File: config.mk
export PLATFORM = sky130hd
export DESIGN_NAME = osc_trim_calibrator
export DESIGN_NICKNAME = d
export VERILOG_FILES = /design/src/logic/osc_cal_pkg.sv /design/src/logic/cap_if.sv /design/src/logic/ref_capture.sv /design/src/logic/osc_trim_calibrator.sv
export VERILOG_INCLUDE_DIRS = /design/src /design/src/logic
export SDC_FILE = /design/constraint.sdc
export NUM_CORES = 1
export LEC_CHECK = 0
export ABC_AREA = 0
export BUFFER_PORTS_ARGS = -buffer_cell sky130_fd_sc_hd__buf_2
export CORE_MARGIN = 2
export CORE_UTILIZATION = 30
export DETAILED_ROUTE_END_ITERATION = 8
export GPL_TIMING_DRIVEN = 0
export PLACE_DENSITY_LB_ADDON = 0.25
export SETUP_SLACK_MARGIN = 0.05
export SYNTH_ARGS = -nofsm -noshare
export SYNTH_HDL_FRONTEND = slang
export SYNTH_SLANG_ARGS = --single-unit
export TNS_END_PERCENT = 10
File: constraint.sdc
create_clock -name mclk -period 7.8 [get_ports mclk]
set_input_delay 1.56 -clock mclk [delete_from_list [all_inputs] [get_ports mclk]]
set_output_delay 1.56 -clock mclk [all_outputs]
set_load 0.05 [all_outputs]
File: src/logic/osc_cal_regs.svh
// Purpose: Offsets, field positions, reset values and timing for osc_trim_calibrator
// Assumes: 32-bit AXI4-Lite register words, byte addresses
// Notes: Definitions only
`ifndef OSC_CAL_REGS_SVH
`define OSC_CAL_REGS_SVH

// Register byte offsets
`define OFS_CTRL 8'h00
`define OFS_STATUS 8'h04
`define OFS_TRIM 8'h08
`define OFS_COUNT 8'h0C
`define OFS_IRQ_STAT 8'h10
`define OFS_IRQ_MASK 8'h14

// Field positions
`define CTRL_START_BIT 0
`define STAT_BUSY_BIT 0
`define STAT_DONE_BIT 1
`define STAT_SRC_BIT 2
`define STAT_LIMIT_BIT 3
`define IRQ_DONE_BIT 0
`define IRQ_LIMIT_BIT 1
`define IRQ_STEP_BIT 2

// Reset values
`define TRIM_RST 8'h80
`define IRQ_MASK_RST 3'h0

// Event link source selections for the capture trigger
`define EVT_SEL_SUB 3'h0
`define EVT_SEL_EXT 3'h7

// Acceptance windows (sum of four intervals, or one low width)
`define SUB_SUM_LO 18'h00F3F
`define SUB_SUM_HI 18'h00F45
`define EXT_CNT_LO 18'h0F3E6
`define EXT_CNT_HI 18'h0F461
`define SUB_CAPTURES 3'h4

// Timing
`define MCLK_HZ 20000000
`define DEBOUNCE_MS 10
`define CHECK_HALF_LAST 3'h7

`endif

File: src/logic/osc_cal_pkg.sv
// Purpose: Types shared by the calibrator files
// Assumes: Nothing beyond SystemVerilog
// Notes: Constants live in osc_cal_regs.svh
package osc_cal_pkg;
   typedef enum logic [2:0] {
      ST_IDLE = 3'b000,
      ST_SETTLE = 3'b001,
      ST_MEASURE = 3'b010,
      ST_EVAL = 3'b011,
      ST_DONE = 3'b100
   } cal_state_t;

   typedef enum logic {
      CAP_PERIOD = 1'b0,
      CAP_LOW_WIDTH = 1'b1
   } cap_mode_t;
endpackage : osc_cal_pkg

File: src/logic/cap_if.sv
// Purpose: Link between the sequencer and the capture timer
// Assumes: Single clock domain
// Notes: ctl drives mode and restart, cap returns captured counts
`timescale 1ns/10ps
`default_nettype none
interface cap_if;
   osc_cal_pkg::cap_mode_t mode;
   logic restart;
   logic cap_valid;
   logic [15:0] cap_count;
   modport ctl (output mode, output restart, input cap_valid,
                input cap_count);
   modport cap (input mode, input restart, output cap_valid,
                output cap_count);
endinterface : cap_if
`default_nettype wire

File: src/logic/ref_capture.sv
// Purpose: 16-bit capture timer counting the undivided clock between edges
// Assumes: ref_level synchronous to mclk
// Notes: First edge after restart only arms the timer
`timescale 1ns/10ps
`default_nettype none
module ref_capture (
   input wire logic mclk,
   input wire logic sys_rst,
   input wire logic ref_level,
   cap_if.cap bus
);
   logic prev_r, prev_nxt;
   logic armed_r, armed_nxt;
   logic [15:0] cnt_r, cnt_nxt;
   logic valid_r, valid_nxt;
   logic [15:0] cap_r, cap_nxt;
   logic rise, fall;

   assign rise = ref_level && !prev_r;
   assign fall = !ref_level && prev_r;

   // Counter saturates so an absent reference cannot fake a short count
   always_comb begin
      prev_nxt = ref_level;
      armed_nxt = armed_r;
      valid_nxt = 1'b0;
      cap_nxt = cap_r;
      cnt_nxt = (cnt_r == 16'hFFFF) ? cnt_r : cnt_r + 16'h0001;
      if (bus.restart) begin
         armed_nxt = 1'b0;
      end else if (bus.mode == osc_cal_pkg::CAP_PERIOD) begin
         if (rise) begin
            valid_nxt = armed_r;
            cap_nxt = cnt_r;
            cnt_nxt = 16'h0001;
            armed_nxt = 1'b1;
         end
      end else begin
         if (fall) begin
            cnt_nxt = 16'h0001;
            armed_nxt = 1'b1;
         end else if (rise && armed_r) begin
            valid_nxt = 1'b1;
            cap_nxt = cnt_r;
            armed_nxt = 1'b0;
         end
      end
   end

   // Register stage
   always_ff @(posedge mclk or posedge sys_rst) begin
      if (sys_rst) begin
         prev_r <= 1'b0;
         armed_r <= 1'b0;
         cnt_r <= 16'h0000;
         valid_r <= 1'b0;
         cap_r <= 16'h0000;
      end else begin
         prev_r <= prev_nxt;
         armed_r <= armed_nxt;
         cnt_r <= cnt_nxt;
         valid_r <= valid_nxt;
         cap_r <= cap_nxt;
      end
   end

   assign bus.cap_valid = valid_r;
   assign bus.cap_count = cap_r;
endmodule : ref_capture
`default_nettype wire

File: src/logic/osc_trim_calibrator.sv
// Purpose: Oscillator trim calibrator with AXI4-Lite registers
// Assumes: mclk is the oscillator being trimmed; inputs synchronous to it
// Notes: Trim rises to speed the oscillator up
//
// Added by the designer: the AXI4-Lite register port and the register offsets.
`include "osc_cal_regs.svh"
`timescale 1ns/10ps
`default_nettype none
module osc_trim_calibrator #(
   parameter int TRIM_W = 8,
   parameter int DEBOUNCE_CYC = `DEBOUNCE_MS * (`MCLK_HZ / 1000)
) (
   input wire logic mclk,
   input wire logic sys_rst,
   input wire logic [7:0] s_axi_awaddr,
   input wire logic s_axi_awvalid,
   output logic s_axi_awready,
   input wire logic [31:0] s_axi_wdata,
   input wire logic [3:0] s_axi_wstrb,
   input wire logic s_axi_wvalid,
   output logic s_axi_wready,
   output logic [1:0] s_axi_bresp,
   output logic s_axi_bvalid,
   input wire logic s_axi_bready,
   input wire logic [7:0] s_axi_araddr,
   input wire logic s_axi_arvalid,
   output logic s_axi_arready,
   output logic [31:0] s_axi_rdata,
   output logic [1:0] s_axi_rresp,
   output logic s_axi_rvalid,
   input wire logic s_axi_rready,
   input wire logic start_btn_n,
   input wire logic src_sel,
   input wire logic sub_ref_clock,
   input wire logic ext_ref_pin,
   output logic [TRIM_W-1:0] osc_trim_value,
   output logic check_clock_out,
   output logic cal_busy,
   output logic irq
);
   localparam int DB_W = $clog2(DEBOUNCE_CYC + 1);
   localparam logic [DB_W-1:0] DB_LAST = DB_W'(DEBOUNCE_CYC - 1);
   localparam logic [TRIM_W-1:0] TRIM_MAX = {TRIM_W{1'b1}};
   localparam logic [TRIM_W-1:0] TRIM_MIN = {TRIM_W{1'b0}};

   cap_if cap ();

   // Sequencer state
   osc_cal_pkg::cal_state_t state_r, state_nxt;
   logic [2:0] evt_sel_r, evt_sel_nxt;
   logic [2:0] ncap_r, ncap_nxt;
   logic [17:0] sum_r, sum_nxt;
   logic [17:0] last_r, last_nxt;
   logic [TRIM_W-1:0] trim_r, trim_nxt;
   logic done_r, done_nxt;
   logic limit_r, limit_nxt;
   logic restart_r, restart_nxt;
   logic busy_r, busy_nxt;
   // Start debounce and check clock
   logic btn_stable_r, btn_stable_nxt;
   logic [DB_W-1:0] db_cnt_r, db_cnt_nxt;
   logic [2:0] div_r, div_nxt;
   logic chk_r, chk_nxt;
   // Bus and interrupt state
   logic aw_held_r, aw_held_nxt, w_held_r, w_held_nxt;
   logic [7:0] waddr_r, waddr_nxt;
   logic [31:0] wdata_r, wdata_nxt;
   logic wstrb0_r, wstrb0_nxt;
   logic awready_r, awready_nxt, wready_r, wready_nxt;
   logic bvalid_r, bvalid_nxt, arready_r, arready_nxt;
   logic rvalid_r, rvalid_nxt;
   logic [1:0] bresp_r, bresp_nxt, rresp_r, rresp_nxt;
   logic [31:0] rdata_r, rdata_nxt;
   logic [2:0] irq_stat_r, irq_stat_nxt, irq_mask_r, irq_mask_nxt;
   logic irq_r, irq_nxt;

   logic ext_mode, ref_level, btn_start, sw_start, do_write, ar_take;
   logic in_win, slow, fast, step_evt;
   logic [17:0] win_lo, win_hi;

   // Event link: selection 7 routes the external pin to the capture input
   assign ext_mode = (evt_sel_r == `EVT_SEL_EXT);
   assign ref_level = ext_mode ? ext_ref_pin : sub_ref_clock;
   assign cap.mode = ext_mode ? osc_cal_pkg::CAP_LOW_WIDTH
                              : osc_cal_pkg::CAP_PERIOD;
   assign cap.restart = restart_r;

   // Window per reference mode
   assign win_lo = ext_mode ? `EXT_CNT_LO : `SUB_SUM_LO;
   assign win_hi = ext_mode ? `EXT_CNT_HI : `SUB_SUM_HI;
   assign slow = (sum_r < win_lo);
   assign fast = (sum_r > win_hi);
   assign in_win = !slow && !fast;

   assign do_write = aw_held_r && w_held_r && !bvalid_r;
   assign ar_take = s_axi_arvalid && arready_r;
   assign sw_start = do_write && wstrb0_r && (waddr_r == `OFS_CTRL)
                     && wdata_r[`CTRL_START_BIT];

   ref_capture u_capture (
      .mclk(mclk),
      .sys_rst(sys_rst),
      .ref_level(ref_level),
      .bus(cap)
   );

   // Debounce: level must hold for the full interval before it counts
   always_comb begin
      btn_stable_nxt = btn_stable_r;
      db_cnt_nxt = {DB_W{1'b0}};
      btn_start = 1'b0;
      if (start_btn_n != btn_stable_r) begin
         db_cnt_nxt = db_cnt_r + {{(DB_W-1){1'b0}}, 1'b1};
         if (db_cnt_r == DB_LAST) begin
            btn_stable_nxt = start_btn_n;
            db_cnt_nxt = {DB_W{1'b0}};
            btn_start = !start_btn_n;
         end
      end
   end

   // Check clock toggles every eight cycles, never gated
   always_comb begin
      div_nxt = div_r + 3'h1;
      chk_nxt = (div_r == `CHECK_HALF_LAST) ? !chk_r : chk_r;
   end

   // Calibration sequencer
   always_comb begin
      state_nxt = state_r;
      evt_sel_nxt = evt_sel_r;
      ncap_nxt = ncap_r;
      sum_nxt = sum_r;
      last_nxt = last_r;
      trim_nxt = trim_r;
      done_nxt = done_r;
      limit_nxt = limit_r;
      restart_nxt = 1'b0;
      step_evt = 1'b0;
      unique case (state_r)
         osc_cal_pkg::ST_IDLE, osc_cal_pkg::ST_DONE: begin
            if (do_write && wstrb0_r && waddr_r == `OFS_TRIM) begin
               trim_nxt = wdata_r[TRIM_W-1:0];
            end
            if (btn_start || sw_start) begin
               evt_sel_nxt = src_sel ? `EVT_SEL_EXT : `EVT_SEL_SUB;
               restart_nxt = 1'b1;
               done_nxt = 1'b0;
               limit_nxt = 1'b0;
               state_nxt = osc_cal_pkg::ST_SETTLE;
            end
         end
         osc_cal_pkg::ST_SETTLE: begin
            // Capture straddling a trim change is thrown away
            if (cap.cap_valid) begin
               ncap_nxt = 3'h0;
               sum_nxt = 18'h00000;
               state_nxt = osc_cal_pkg::ST_MEASURE;
            end
         end
         osc_cal_pkg::ST_MEASURE: begin
            if (cap.cap_valid) begin
               sum_nxt = sum_r + {2'b00, cap.cap_count};
               ncap_nxt = ncap_r + 3'h1;
               if (ext_mode || ncap_r == `SUB_CAPTURES - 3'h1) begin
                  state_nxt = osc_cal_pkg::ST_EVAL;
               end
            end
         end
         osc_cal_pkg::ST_EVAL: begin
            last_nxt = sum_r;
            if (in_win) begin
               done_nxt = 1'b1;
               state_nxt = osc_cal_pkg::ST_DONE;
            end else if ((slow && trim_r == TRIM_MAX)
                         || (fast && trim_r == TRIM_MIN)) begin
               limit_nxt = 1'b1;
               state_nxt = osc_cal_pkg::ST_DONE;
            end else begin
               trim_nxt = slow ? trim_r + 1'b1 : trim_r - 1'b1;
               step_evt = 1'b1;
               restart_nxt = 1'b1;
               state_nxt = osc_cal_pkg::ST_SETTLE;
            end
         end
         default: begin
            state_nxt = osc_cal_pkg::ST_IDLE;
         end
      endcase
      // Busy follows the next state so the flop matches the state change
      busy_nxt = (state_nxt != osc_cal_pkg::ST_IDLE)
                 && (state_nxt != osc_cal_pkg::ST_DONE);
   end

   // AXI4-Lite slave and interrupt status
   always_comb begin
      aw_held_nxt = aw_held_r;
      w_held_nxt = w_held_r;
      waddr_nxt = waddr_r;
      wdata_nxt = wdata_r;
      wstrb0_nxt = wstrb0_r;
      bvalid_nxt = bvalid_r;
      bresp_nxt = bresp_r;
      rvalid_nxt = rvalid_r;
      rresp_nxt = rresp_r;
      rdata_nxt = rdata_r;
      irq_mask_nxt = irq_mask_r;
      irq_stat_nxt = irq_stat_r;
      if (s_axi_awvalid && awready_r) begin
         aw_held_nxt = 1'b1;
         waddr_nxt = s_axi_awaddr;
      end
      if (s_axi_wvalid && wready_r) begin
         w_held_nxt = 1'b1;
         wdata_nxt = s_axi_wdata;
         wstrb0_nxt = s_axi_wstrb[0];
      end
      if (bvalid_r && s_axi_bready) begin
         bvalid_nxt = 1'b0;
      end
      if (do_write) begin
         aw_held_nxt = 1'b0;
         w_held_nxt = 1'b0;
         bvalid_nxt = 1'b1;
         bresp_nxt = 2'b00;
         unique case (waddr_r)
            `OFS_CTRL, `OFS_STATUS, `OFS_TRIM, `OFS_COUNT,
            `OFS_IRQ_STAT: begin
            end
            `OFS_IRQ_MASK: begin
               if (wstrb0_r) begin
                  irq_mask_nxt = wdata_r[2:0];
               end
            end
            default: begin
               bresp_nxt = 2'b10;
            end
         endcase
      end
      if (rvalid_r && s_axi_rready) begin
         rvalid_nxt = 1'b0;
      end
      if (ar_take) begin
         rvalid_nxt = 1'b1;
         rresp_nxt = 2'b00;
         rdata_nxt = 32'h00000000;
         unique case (s_axi_araddr)
            `OFS_CTRL: begin
            end
            `OFS_STATUS: begin
               rdata_nxt[`STAT_BUSY_BIT] = cal_busy;
               rdata_nxt[`STAT_DONE_BIT] = done_r;
               rdata_nxt[`STAT_SRC_BIT] = ext_mode;
               rdata_nxt[`STAT_LIMIT_BIT] = limit_r;
            end
            `OFS_TRIM: rdata_nxt[TRIM_W-1:0] = trim_r;
            `OFS_COUNT: rdata_nxt[17:0] = last_r;
            `OFS_IRQ_STAT: begin
               rdata_nxt[2:0] = irq_stat_r;
               irq_stat_nxt = 3'h0;
            end
            `OFS_IRQ_MASK: rdata_nxt[2:0] = irq_mask_r;
            default: begin
               rresp_nxt = 2'b10;
            end
         endcase
      end
      // New events are applied after the read clear so they are not lost
      if (done_nxt && !done_r) begin
         irq_stat_nxt[`IRQ_DONE_BIT] = 1'b1;
      end
      if (limit_nxt && !limit_r) begin
         irq_stat_nxt[`IRQ_LIMIT_BIT] = 1'b1;
      end
      if (step_evt) begin
         irq_stat_nxt[`IRQ_STEP_BIT] = 1'b1;
      end
      irq_nxt = |(irq_stat_nxt & irq_mask_nxt);
      awready_nxt = !aw_held_nxt && !bvalid_nxt;
      wready_nxt = !w_held_nxt && !bvalid_nxt;
      arready_nxt = !rvalid_nxt;
   end

   // All state registers
   always_ff @(posedge mclk or posedge sys_rst) begin
      if (sys_rst) begin
         state_r <= osc_cal_pkg::ST_IDLE;
         evt_sel_r <= `EVT_SEL_SUB;
         ncap_r <= 3'h0;
         sum_r <= 18'h00000;
         last_r <= 18'h00000;
         trim_r <= TRIM_W'(`TRIM_RST);
         done_r <= 1'b0;
         limit_r <= 1'b0;
         restart_r <= 1'b0;
         busy_r <= 1'b0;
         btn_stable_r <= 1'b1;
         db_cnt_r <= {DB_W{1'b0}};
         div_r <= 3'h0;
         chk_r <= 1'b0;
         aw_held_r <= 1'b0;
         w_held_r <= 1'b0;
         waddr_r <= 8'h00;
         wdata_r <= 32'h00000000;
         wstrb0_r <= 1'b0;
         awready_r <= 1'b0;
         wready_r <= 1'b0;
         bvalid_r <= 1'b0;
         bresp_r <= 2'b00;
         arready_r <= 1'b0;
         rvalid_r <= 1'b0;
         rresp_r <= 2'b00;
         rdata_r <= 32'h00000000;
         irq_stat_r <= 3'h0;
         irq_mask_r <= `IRQ_MASK_RST;
         irq_r <= 1'b0;
      end else begin
         state_r <= state_nxt;
         evt_sel_r <= evt_sel_nxt;
         ncap_r <= ncap_nxt;
         sum_r <= sum_nxt;
         last_r <= last_nxt;
         trim_r <= trim_nxt;
         done_r <= done_nxt;
         limit_r <= limit_nxt;
         restart_r <= restart_nxt;
         busy_r <= busy_nxt;
         btn_stable_r <= btn_stable_nxt;
         db_cnt_r <= db_cnt_nxt;
         div_r <= div_nxt;
         chk_r <= chk_nxt;
         aw_held_r <= aw_held_nxt;
         w_held_r <= w_held_nxt;
         waddr_r <= waddr_nxt;
         wdata_r <= wdata_nxt;
         wstrb0_r <= wstrb0_nxt;
         awready_r <= awready_nxt;
         wready_r <= wready_nxt;
         bvalid_r <= bvalid_nxt;
         bresp_r <= bresp_nxt;
         arready_r <= arready_nxt;
         rvalid_r <= rvalid_nxt;
         rresp_r <= rresp_nxt;
         rdata_r <= rdata_nxt;
         irq_stat_r <= irq_stat_nxt;
         irq_mask_r <= irq_mask_nxt;
         irq_r <= irq_nxt;
      end
   end

   // Every output comes straight from its own flop, so none can glitch
   assign cal_busy = busy_r;
   assign osc_trim_value = trim_r;
   assign check_clock_out = chk_r;
   assign irq = irq_r;
   assign s_axi_awready = awready_r;
   assign s_axi_wready = wready_r;
   assign s_axi_bvalid = bvalid_r;
   assign s_axi_bresp = bresp_r;
   assign s_axi_arready = arready_r;
   assign s_axi_rvalid = rvalid_r;
   assign s_axi_rresp = rresp_r;
   assign s_axi_rdata = rdata_r;
endmodule : osc_trim_calibrator
`default_nettype wire

==> results of run 1 <==
## routing by layer
layer / vias to the layer above / global-route usage
li1: 3059 / -
met1: 2868 / 0.1790
met2: 89 / 0.2181
met3: 17 / 0.03238
met4: 0 / 0.03605
met5: - / 0
## area by class of cell
| cell class | instances | share of cell area |
|---|---|---|
| Timing Repair Buffer | 71 | 0.03821 |
| Inverter | 18 | 0.007591 |
| Buffer | 35 | 0.01974 |
| Tap cell | 372 | 0.04706 |
| Clock buffer | 20 | 0.04719 |
| Clock inverter | 12 | 0.02012 |
| Multi-Input combinational cell | 605 | 0.4049 |
| Sequential cell | 164 | 0.4152 |
## metrics by stage
step	utilization	hold slack (ns)
2_1_floorplan	-	0.4006
3_3_place_gp	0.3391	0.4142
3_5_place_dp	0.3404	0.4246
4_1_cts	0.3649	0.4339
5_1_grt	0.3649	0.4733
6_report	0.3649	0.4274
## path summary, 6_finish.rpt
kind,to,slack [ns],startpoint,cells after the start
worst max-delay path,osc_trim_value[7]$_DFFE_PP1P_,3.44,evt_sel_r[1]$_DFFE_PP0P_,15
worst min-delay path,div_r[0]$_DFF_PP0_,0.43,div_r[0]$_DFF_PP0_,1
worst max register to register,osc_trim_value[7]$_DFFE_PP1P_,3.44,evt_sel_r[1]$_DFFE_PP0P_,15
worst min register to register,div_r[0]$_DFF_PP0_,0.43,div_r[0]$_DFF_PP0_,1
max in group asynchronous,sum_r[9]$_DFFE_PP0P_,5.80,sys_rst,3
min in group asynchronous,waddr_r[1]$_DFFE_PP0P_,1.21,sys_rst,2
## state kept, by name (all words and copies together), names as in the netlist, 8 cells and up
name,flops
u_capture.bus.cap_count,16
wdata_r,8
last_r,18
waddr_r,8
db_cnt_r,18
s_axi_rdata,18
osc_trim_value,8
u_capture.cnt_r,16
sum_r,18
## power by group
group	leakage (nW)	internal [mW]	switching, mW
sequential	2.16	1.00	0.168
combinational	2.26	0.334	0.491
clock	0.326	0.594	0.348
## critical path, stage by stage (launching register included)
cell	delay (ns)
dfrtp_1	0.71
inv_1	0.38
ha_1	0.42
nand3_1	0.11
or4_4	0.52
o21a_1	0.28
inv_1	0.29
ha_1	0.30
a21oi_1	0.13
nor2b_1	0.07
o31ai_1	0.34
a21oi_1	0.14
xnor2_1	0.16
nor3_1	0.14
a21oi_1	0.06
o221ai_1	0.18
## cells by family after synthesis
family / after synthesis / synth area share
compound gates: 157 / 0.1282
mux: 52 / 0.06830
other cells: 1 / 0.0004509
flops: 164 / 0.4938
simple gates: 291 / 0.1623
fa+ha+maj: 44 / 0.06800
xor+xnor: 45 / 0.04739
buf+inv: 53 / 0.03159
## synthesized netlist by cell type, drive strengths merged (15+ instances only)
master,n
a21oi,33
buf,21
dfrtp,162
ha,42
inv,18
mux2,38
nand2,117
nand3,28
nor2,68
nor3,15
o21ai,42
xnor2,18
xor2,27
==> reports/metrics.csv, run 1 <==
stage,metric,value,unit
clock_tree,Post-CTS Setup Bufs,0,
drt,Post-DRT Antenna Nets,0,
place,# port buffers,70,
floorplan,Cell Rows,60,
drt,DRT met1 WL,8689,um
floorplan,# IOs,115,
drt,drt pass-1 iters,5,
global_routing,pin count of the biggest net entering global routing,90,
power_and_ir_drop,total power,2.941,mW
clock_tree,Resize count post-CTS,0,
final_layout,Layout fillers,2718,
yosys,Async SR Flop Fraction,1.000,
final_layout,area occupied by multi-input gates,0.004004,sq mm
floorplan,Die X,170.5,um
yosys,post-synthesis cell type with the largest combined area,dfrtp_1,
yosys,Synth cell types,67,
sta,Slew Limit Fails,0,
final_layout,"commonest non-fill, non-tap cell in the layout",dfrtp_1,
final_layout,ANT cells,0,
global_routing,antenna violations before repair,0,
sta,minimum clock period,4.361,ns
drt,WL met3,651,um
drt,vias per cell,4.652,
clock_tree,Max Buffers Root-to-Sink,2,
yosys,ys flop type,dfrtp_1,
yosys,synthesized flop and latch total,164,
run,# Max-Cap Violations,0,
sta,fmax,229.3,MHz
min_path,Min-Delay Path Class,reg -> reg,
clock_tree,Post-CTS Hold Fix Bufs,0,
sta,clock skew,0.01051,ns
floorplan,Die H,170.5,um
drt,Avg WL per Cell,13.96,um
yosys,syn avg cell area,10.31,sq um
sta,Rel. slew slack,0.4313,
outcome,status,"complete, no violations",
yosys,synth top area cells,"dfrtp_1, ha_1, nand2_1",
clock_tree,CTS tree,yes,
worst_setup_path,CP Capture Type,register,
place,dpl cell area,0.009224,sq mm
worst_setup_path,WS Path Type,reg -> reg,
sta,Final setup violation count,0,
worst_setup_path,worst-path maximum fanout,14,
drt,WL met2,8557,um
global_routing,total global routing overflow,0,
final_layout,cell area after layout,0.009889,sq mm
final_layout,share of cells above drive strength 1,0.1968,
floorplan,Die ar.,0.02907,sq mm
clock_tree,# H-tree levels,4,
power_and_ir_drop,Leak,4.740,nW
worst_setup_path,Crit path arrival time,4.70,ns
yosys,"EDFF count, synth",0,
floorplan,Core Area,0.02710,sq mm
power_and_ir_drop,Power Density,297.4,mW/mm^2
yosys,register area share after synthesis,0.4938,
drt,via count,6033,
place,GP Congestion,0.7776,
place,hpwl dp,13530,um
drt,highest metal used,met4,
drt,first-iteration detailed-routing DRC count,341,
worst_setup_path,Setup crit start kind,register,
sta,Final period util,0.5591,
final_layout,"commonest cells after routing, fill and taps aside","dfrtp_1, nand2_1, buf_2, nor2_1, ha_1",
clock_tree,clock root cell,clkbuf_16,
power_and_ir_drop,Worst VDD drop,145.4,uV
global_routing,GRT Total Usage,0.1342,
sta,count of final hold-check violations,0,
sta,final setup margin,3.439,ns
yosys,post-synth top area share,0.4874,
drt,final wirelength,18110,um
yosys,Synth Cell Area,0.008317,sq mm
final_layout,Area Growth Syn to Fin,18.91,%
global_routing,vias in the first global route,5989,
yosys,number of synthesis warnings,0,
clock_tree,Worst-path clk slew,0.07,ns
final_layout,flip-flop and latch area,0.004106,sq mm
global_routing,first-pass GRT wire length,31070,um
sta,RSZ-0062 raised after global routing,no,
sta,Worst Tran Pin Value,0.8473,ns
place,placed instance count,1265,
final_layout,non-filler instance count after layout,1297,
sta,setup TNS,0,ns
clock_tree,number of CTS-inserted buffers,17,
clock_tree,Worst-Skew Late Latency,0.42,ns
floorplan,initial cell density of the core,0.3069,
yosys,Synth Instances,807,
worst_setup_path,Critical Path RT,8.14,ns
drt,DR DRC count,0,
final_layout,Nets,1019,
place,worst slack at placement,3.464,ns
clock_tree,clock sink count,164,
Power figures use the tool's default switching activity.
==> inputs of run 2 (changes only) <==
==> constraint.sdc (replaced) <==
create_clock -name mclk -period 4.3 [get_ports mclk]
set_input_delay 0.86 -clock mclk [delete_from_list [all_inputs] [get_ports mclk]]
set_output_delay 0.86 -clock mclk [all_outputs]
set_load 0.05 [all_outputs]
==> reports/metrics.csv, run 2 (synthesis gave the netlist of run 1 again) <==
stage,metric,value,unit,change
clock_tree,Max Buffers Root-to-Sink,2,,unchanged
power_and_ir_drop,Power Density,525.5,mW/mm^2,+77%
clock_tree,# H-tree levels,4,,unchanged
floorplan,# IOs,115,,unchanged
sta,minimum clock period,3.881,ns,-0.4795 ns
min_path,hold depth,1,,unchanged
clock_tree,Worst-Skew Late Latency,0.42,ns,about the same
power_and_ir_drop,switching share of power,0.3511,,+0.008599
clock_tree,CTS tree,yes,,
global_routing,first-pass GRT wire length,31800,um,+2.3%
sta,final setup margin,0.4188,ns,-3.020 ns
drt,DR DRC count,0,,unchanged
drt,final wirelength,18760,um,+3.6%
place,GP Congestion,0.7778,,about the same
final_layout,Area Growth Syn to Fin,19.05,%,
power_and_ir_drop,combinational power share,0.290,,+0.009
run,# Max-Cap Violations,0,,unchanged
global_routing,total global routing overflow,0,,unchanged
final_layout,ANT cells,0,,unchanged
place,worst slack at placement,-0.1086,ns,-3.573 ns
global_routing,vias in the first global route,6144,,+2.6%
sta,clock skew,0.01175,ns,+0.001238 ns
final_layout,"commonest cells after routing, fill and taps aside","dfrtp_1, nand2_1, buf_2, nor2_1, ha_1",,
floorplan,Cell Rows,60,,unchanged
min_path,Min-Delay Path Class,reg -> reg,,
final_layout,fin util,0.3653,,+0.0004160
clock_tree,Worst-path clk slew,0.07,ns,about the same
drt,Avg WL per Cell,14.41,um,+3.2%
sta,RSZ-0062 raised after global routing,no,,
floorplan,initial cell density of the core,0.3069,,unchanged
place,hpwl dp,14110,um,+4.3%
drt,drt pass-1 iters,4,,-1
floorplan,Die ar.,0.02907,sq mm,unchanged
worst_setup_path,Crit path arrival time,4.22,ns,-0.48 ns
worst_setup_path,CP Capture Type,register,,
power_and_ir_drop,Worst VDD drop,252.4,uV,+74%
power_and_ir_drop,Leak,4.725,nW,-0.33%
floorplan,Core Area,0.02710,sq mm,unchanged
global_routing,pin count of the biggest net entering global routing,39,,-57%
sta,fmax,257.7,MHz,+12%
final_layout,share of cells above drive strength 1,0.2011,,+0.004319
sta,Rel. slew slack,0.4821,,+0.05077
worst_setup_path,worst-path maximum fanout,14,,unchanged
final_layout,area occupied by multi-input gates,0.004009,sq mm,+0.12%
sta,Final period util,0.9026,,+0.3435
power_and_ir_drop,part of the power in registers,0.411,,+0.012
drt,Post-DRT Antenna Nets,0,,unchanged
power_and_ir_drop,Pint,3.376,mW,+75%
power_and_ir_drop,Switch Pwr,1.827,mW,+81%
sta,setup TNS,0,ns,unchanged
worst_setup_path,WS Path Type,reg -> reg,,
sta,Slew Limit Fails,0,,unchanged
worst_setup_path,Critical Path RT,4.63,ns,-3.51 ns
sta,count of final hold-check violations,0,,unchanged
final_layout,flip-flop and latch area,0.004110,sq mm,about the same
clock_tree,clock sink count,164,,unchanged
worst_setup_path,Setup crit start kind,register,,
final_layout,Nets,1025,,+0.59%
place,# port buffers,70,,unchanged
final_layout,Layout fillers,2738,,+0.74%
outcome,status,"complete, no violations",,
sta,Worst Tran Pin Value,0.7717,ns,-0.07565 ns
global_routing,GRT Total Usage,0.1377,,+0.003467
power_and_ir_drop,part of the power in the clock network,0.299,,-0.021
final_layout,"commonest non-fill, non-tap cell in the layout",dfrtp_1,,
clock_tree,number of CTS-inserted buffers,17,,unchanged
global_routing,antenna violations before repair,1,,+1
floorplan,Die X,170.5,um,unchanged
drt,vias per cell,4.688,,+0.79%
sta,Final setup violation count,0,,unchanged
clock_tree,clock root cell,clkbuf_16,,
drt,via count,6104,,+1.2%
floorplan,Die H,170.5,um,unchanged
drt,first-iteration detailed-routing DRC count,300,,-12%
worst_setup_path,Worst R2R Path Depth,15,,unchanged
-- run 2: cell types whose count changed in the layout (fill, tap and decap cells not counted), sizes merged --
cell | before | now
buf | 92 | 98
inv | 19 | 16
clkinvlp | 1 | 4
clkinv | 5 | 4
bufinv | 5 | 3
clkbuf | 34 | 36
-- run 2: worst max-delay path, cell delays in order, from the launching register on --
cell and delay (ns):
dfrtp_4 0.57, clkinvlp_4 0.12, buf_4 0.18, ha_1 0.30, nand3_1 0.11, or4_4 0.53, o21a_1 0.28, inv_1 0.26
ha_1 0.33, nor2b_1 0.17, o31ai_2 0.25, a21oi_1 0.14, xnor2_1 0.16, nor3_1 0.14, a21oi_1 0.06, o221ai_1 0.17
-- run 2: routing by layer --
metal / up-vias / track usage / wire, um
met5: - / 0 / 10
met4: 2 / 0.03679 / 199
met3: 18 / 0.03123 / 546
met2: 74 / 0.2285 / 8814
met1: 2929 / 0.1810 / 9190
li1: 3081 / - / -
-- run 2: worst paths after layout --
check / startpoint / end / slack (ns)
worst max register to register: evt_sel_r[1]$_DFFE_PP0P_ / osc_trim_value[7]$_DFFE_PP1P_ / 0.42
worst min-delay path: div_r[0]$_DFF_PP0_ / div_r[0]$_DFF_PP0_ / 0.43
worst max-delay path: evt_sel_r[1]$_DFFE_PP0P_ / osc_trim_value[7]$_DFFE_PP1P_ / 0.42
max in group asynchronous: sys_rst / evt_sel_r[1]$_DFFE_PP0P_ / 2.68
min in group asynchronous: sys_rst / check_clock_out$_DFFE_PP0N_ / 0.50
worst min register to register: div_r[0]$_DFF_PP0_ / div_r[0]$_DFF_PP0_ / 0.43
-- run 2: power groups by stage --
stage | clock network (mW) | logic [mW] | registers (mW)
2_1_floorplan | 0 | 1.01 | 2.27
4_1_cts | 1.60 | 1.52 | 2.14
3_5_place_dp | 0 | 1.51 | 2.16
5_1_grt | 1.66 | 1.71 | 2.19
6_report | 1.56 | 1.51 | 2.14
3_3_place_gp | 0 | 1.49 | 2.16
-- run 2: through the flow --
step / cell area [sq um] / hold slack [ns] / power [mW] / instances
finish: 9901 / 0.4314 / 5.203 / 1302
global route: 9901 / 0.4417 / 5.558 / 1302
CTS: 9867 / 0.4299 / 5.257 / 1299
detailed placement: 9273 / 0.4202 / 3.676 / 1268
global placement: 9193 / 0.4129 / 3.648 / 1264
floorplan: 8377 / 0.4006 / 3.271 / 822
-- run 2: final cells by class --
class / instances / share of cell area
sequential: 164 / 0.4151
multi-input combinational: 605 / 0.4049
tap: 372 / 0.04701
clock buffer: 22 / 0.04688
timing repair buffer: 77 / 0.04575
buffer: 35 / 0.01971
clock inverter: 9 / 0.01302
inverter: 18 / 0.007582
-- run 2: timing repair --
item,in CTS,in global routing
gates resized for setup,1,3
endpoints found under the setup margin,2,1
hold buffers,0,0
setup buffers,0,3
pin swaps,0,0
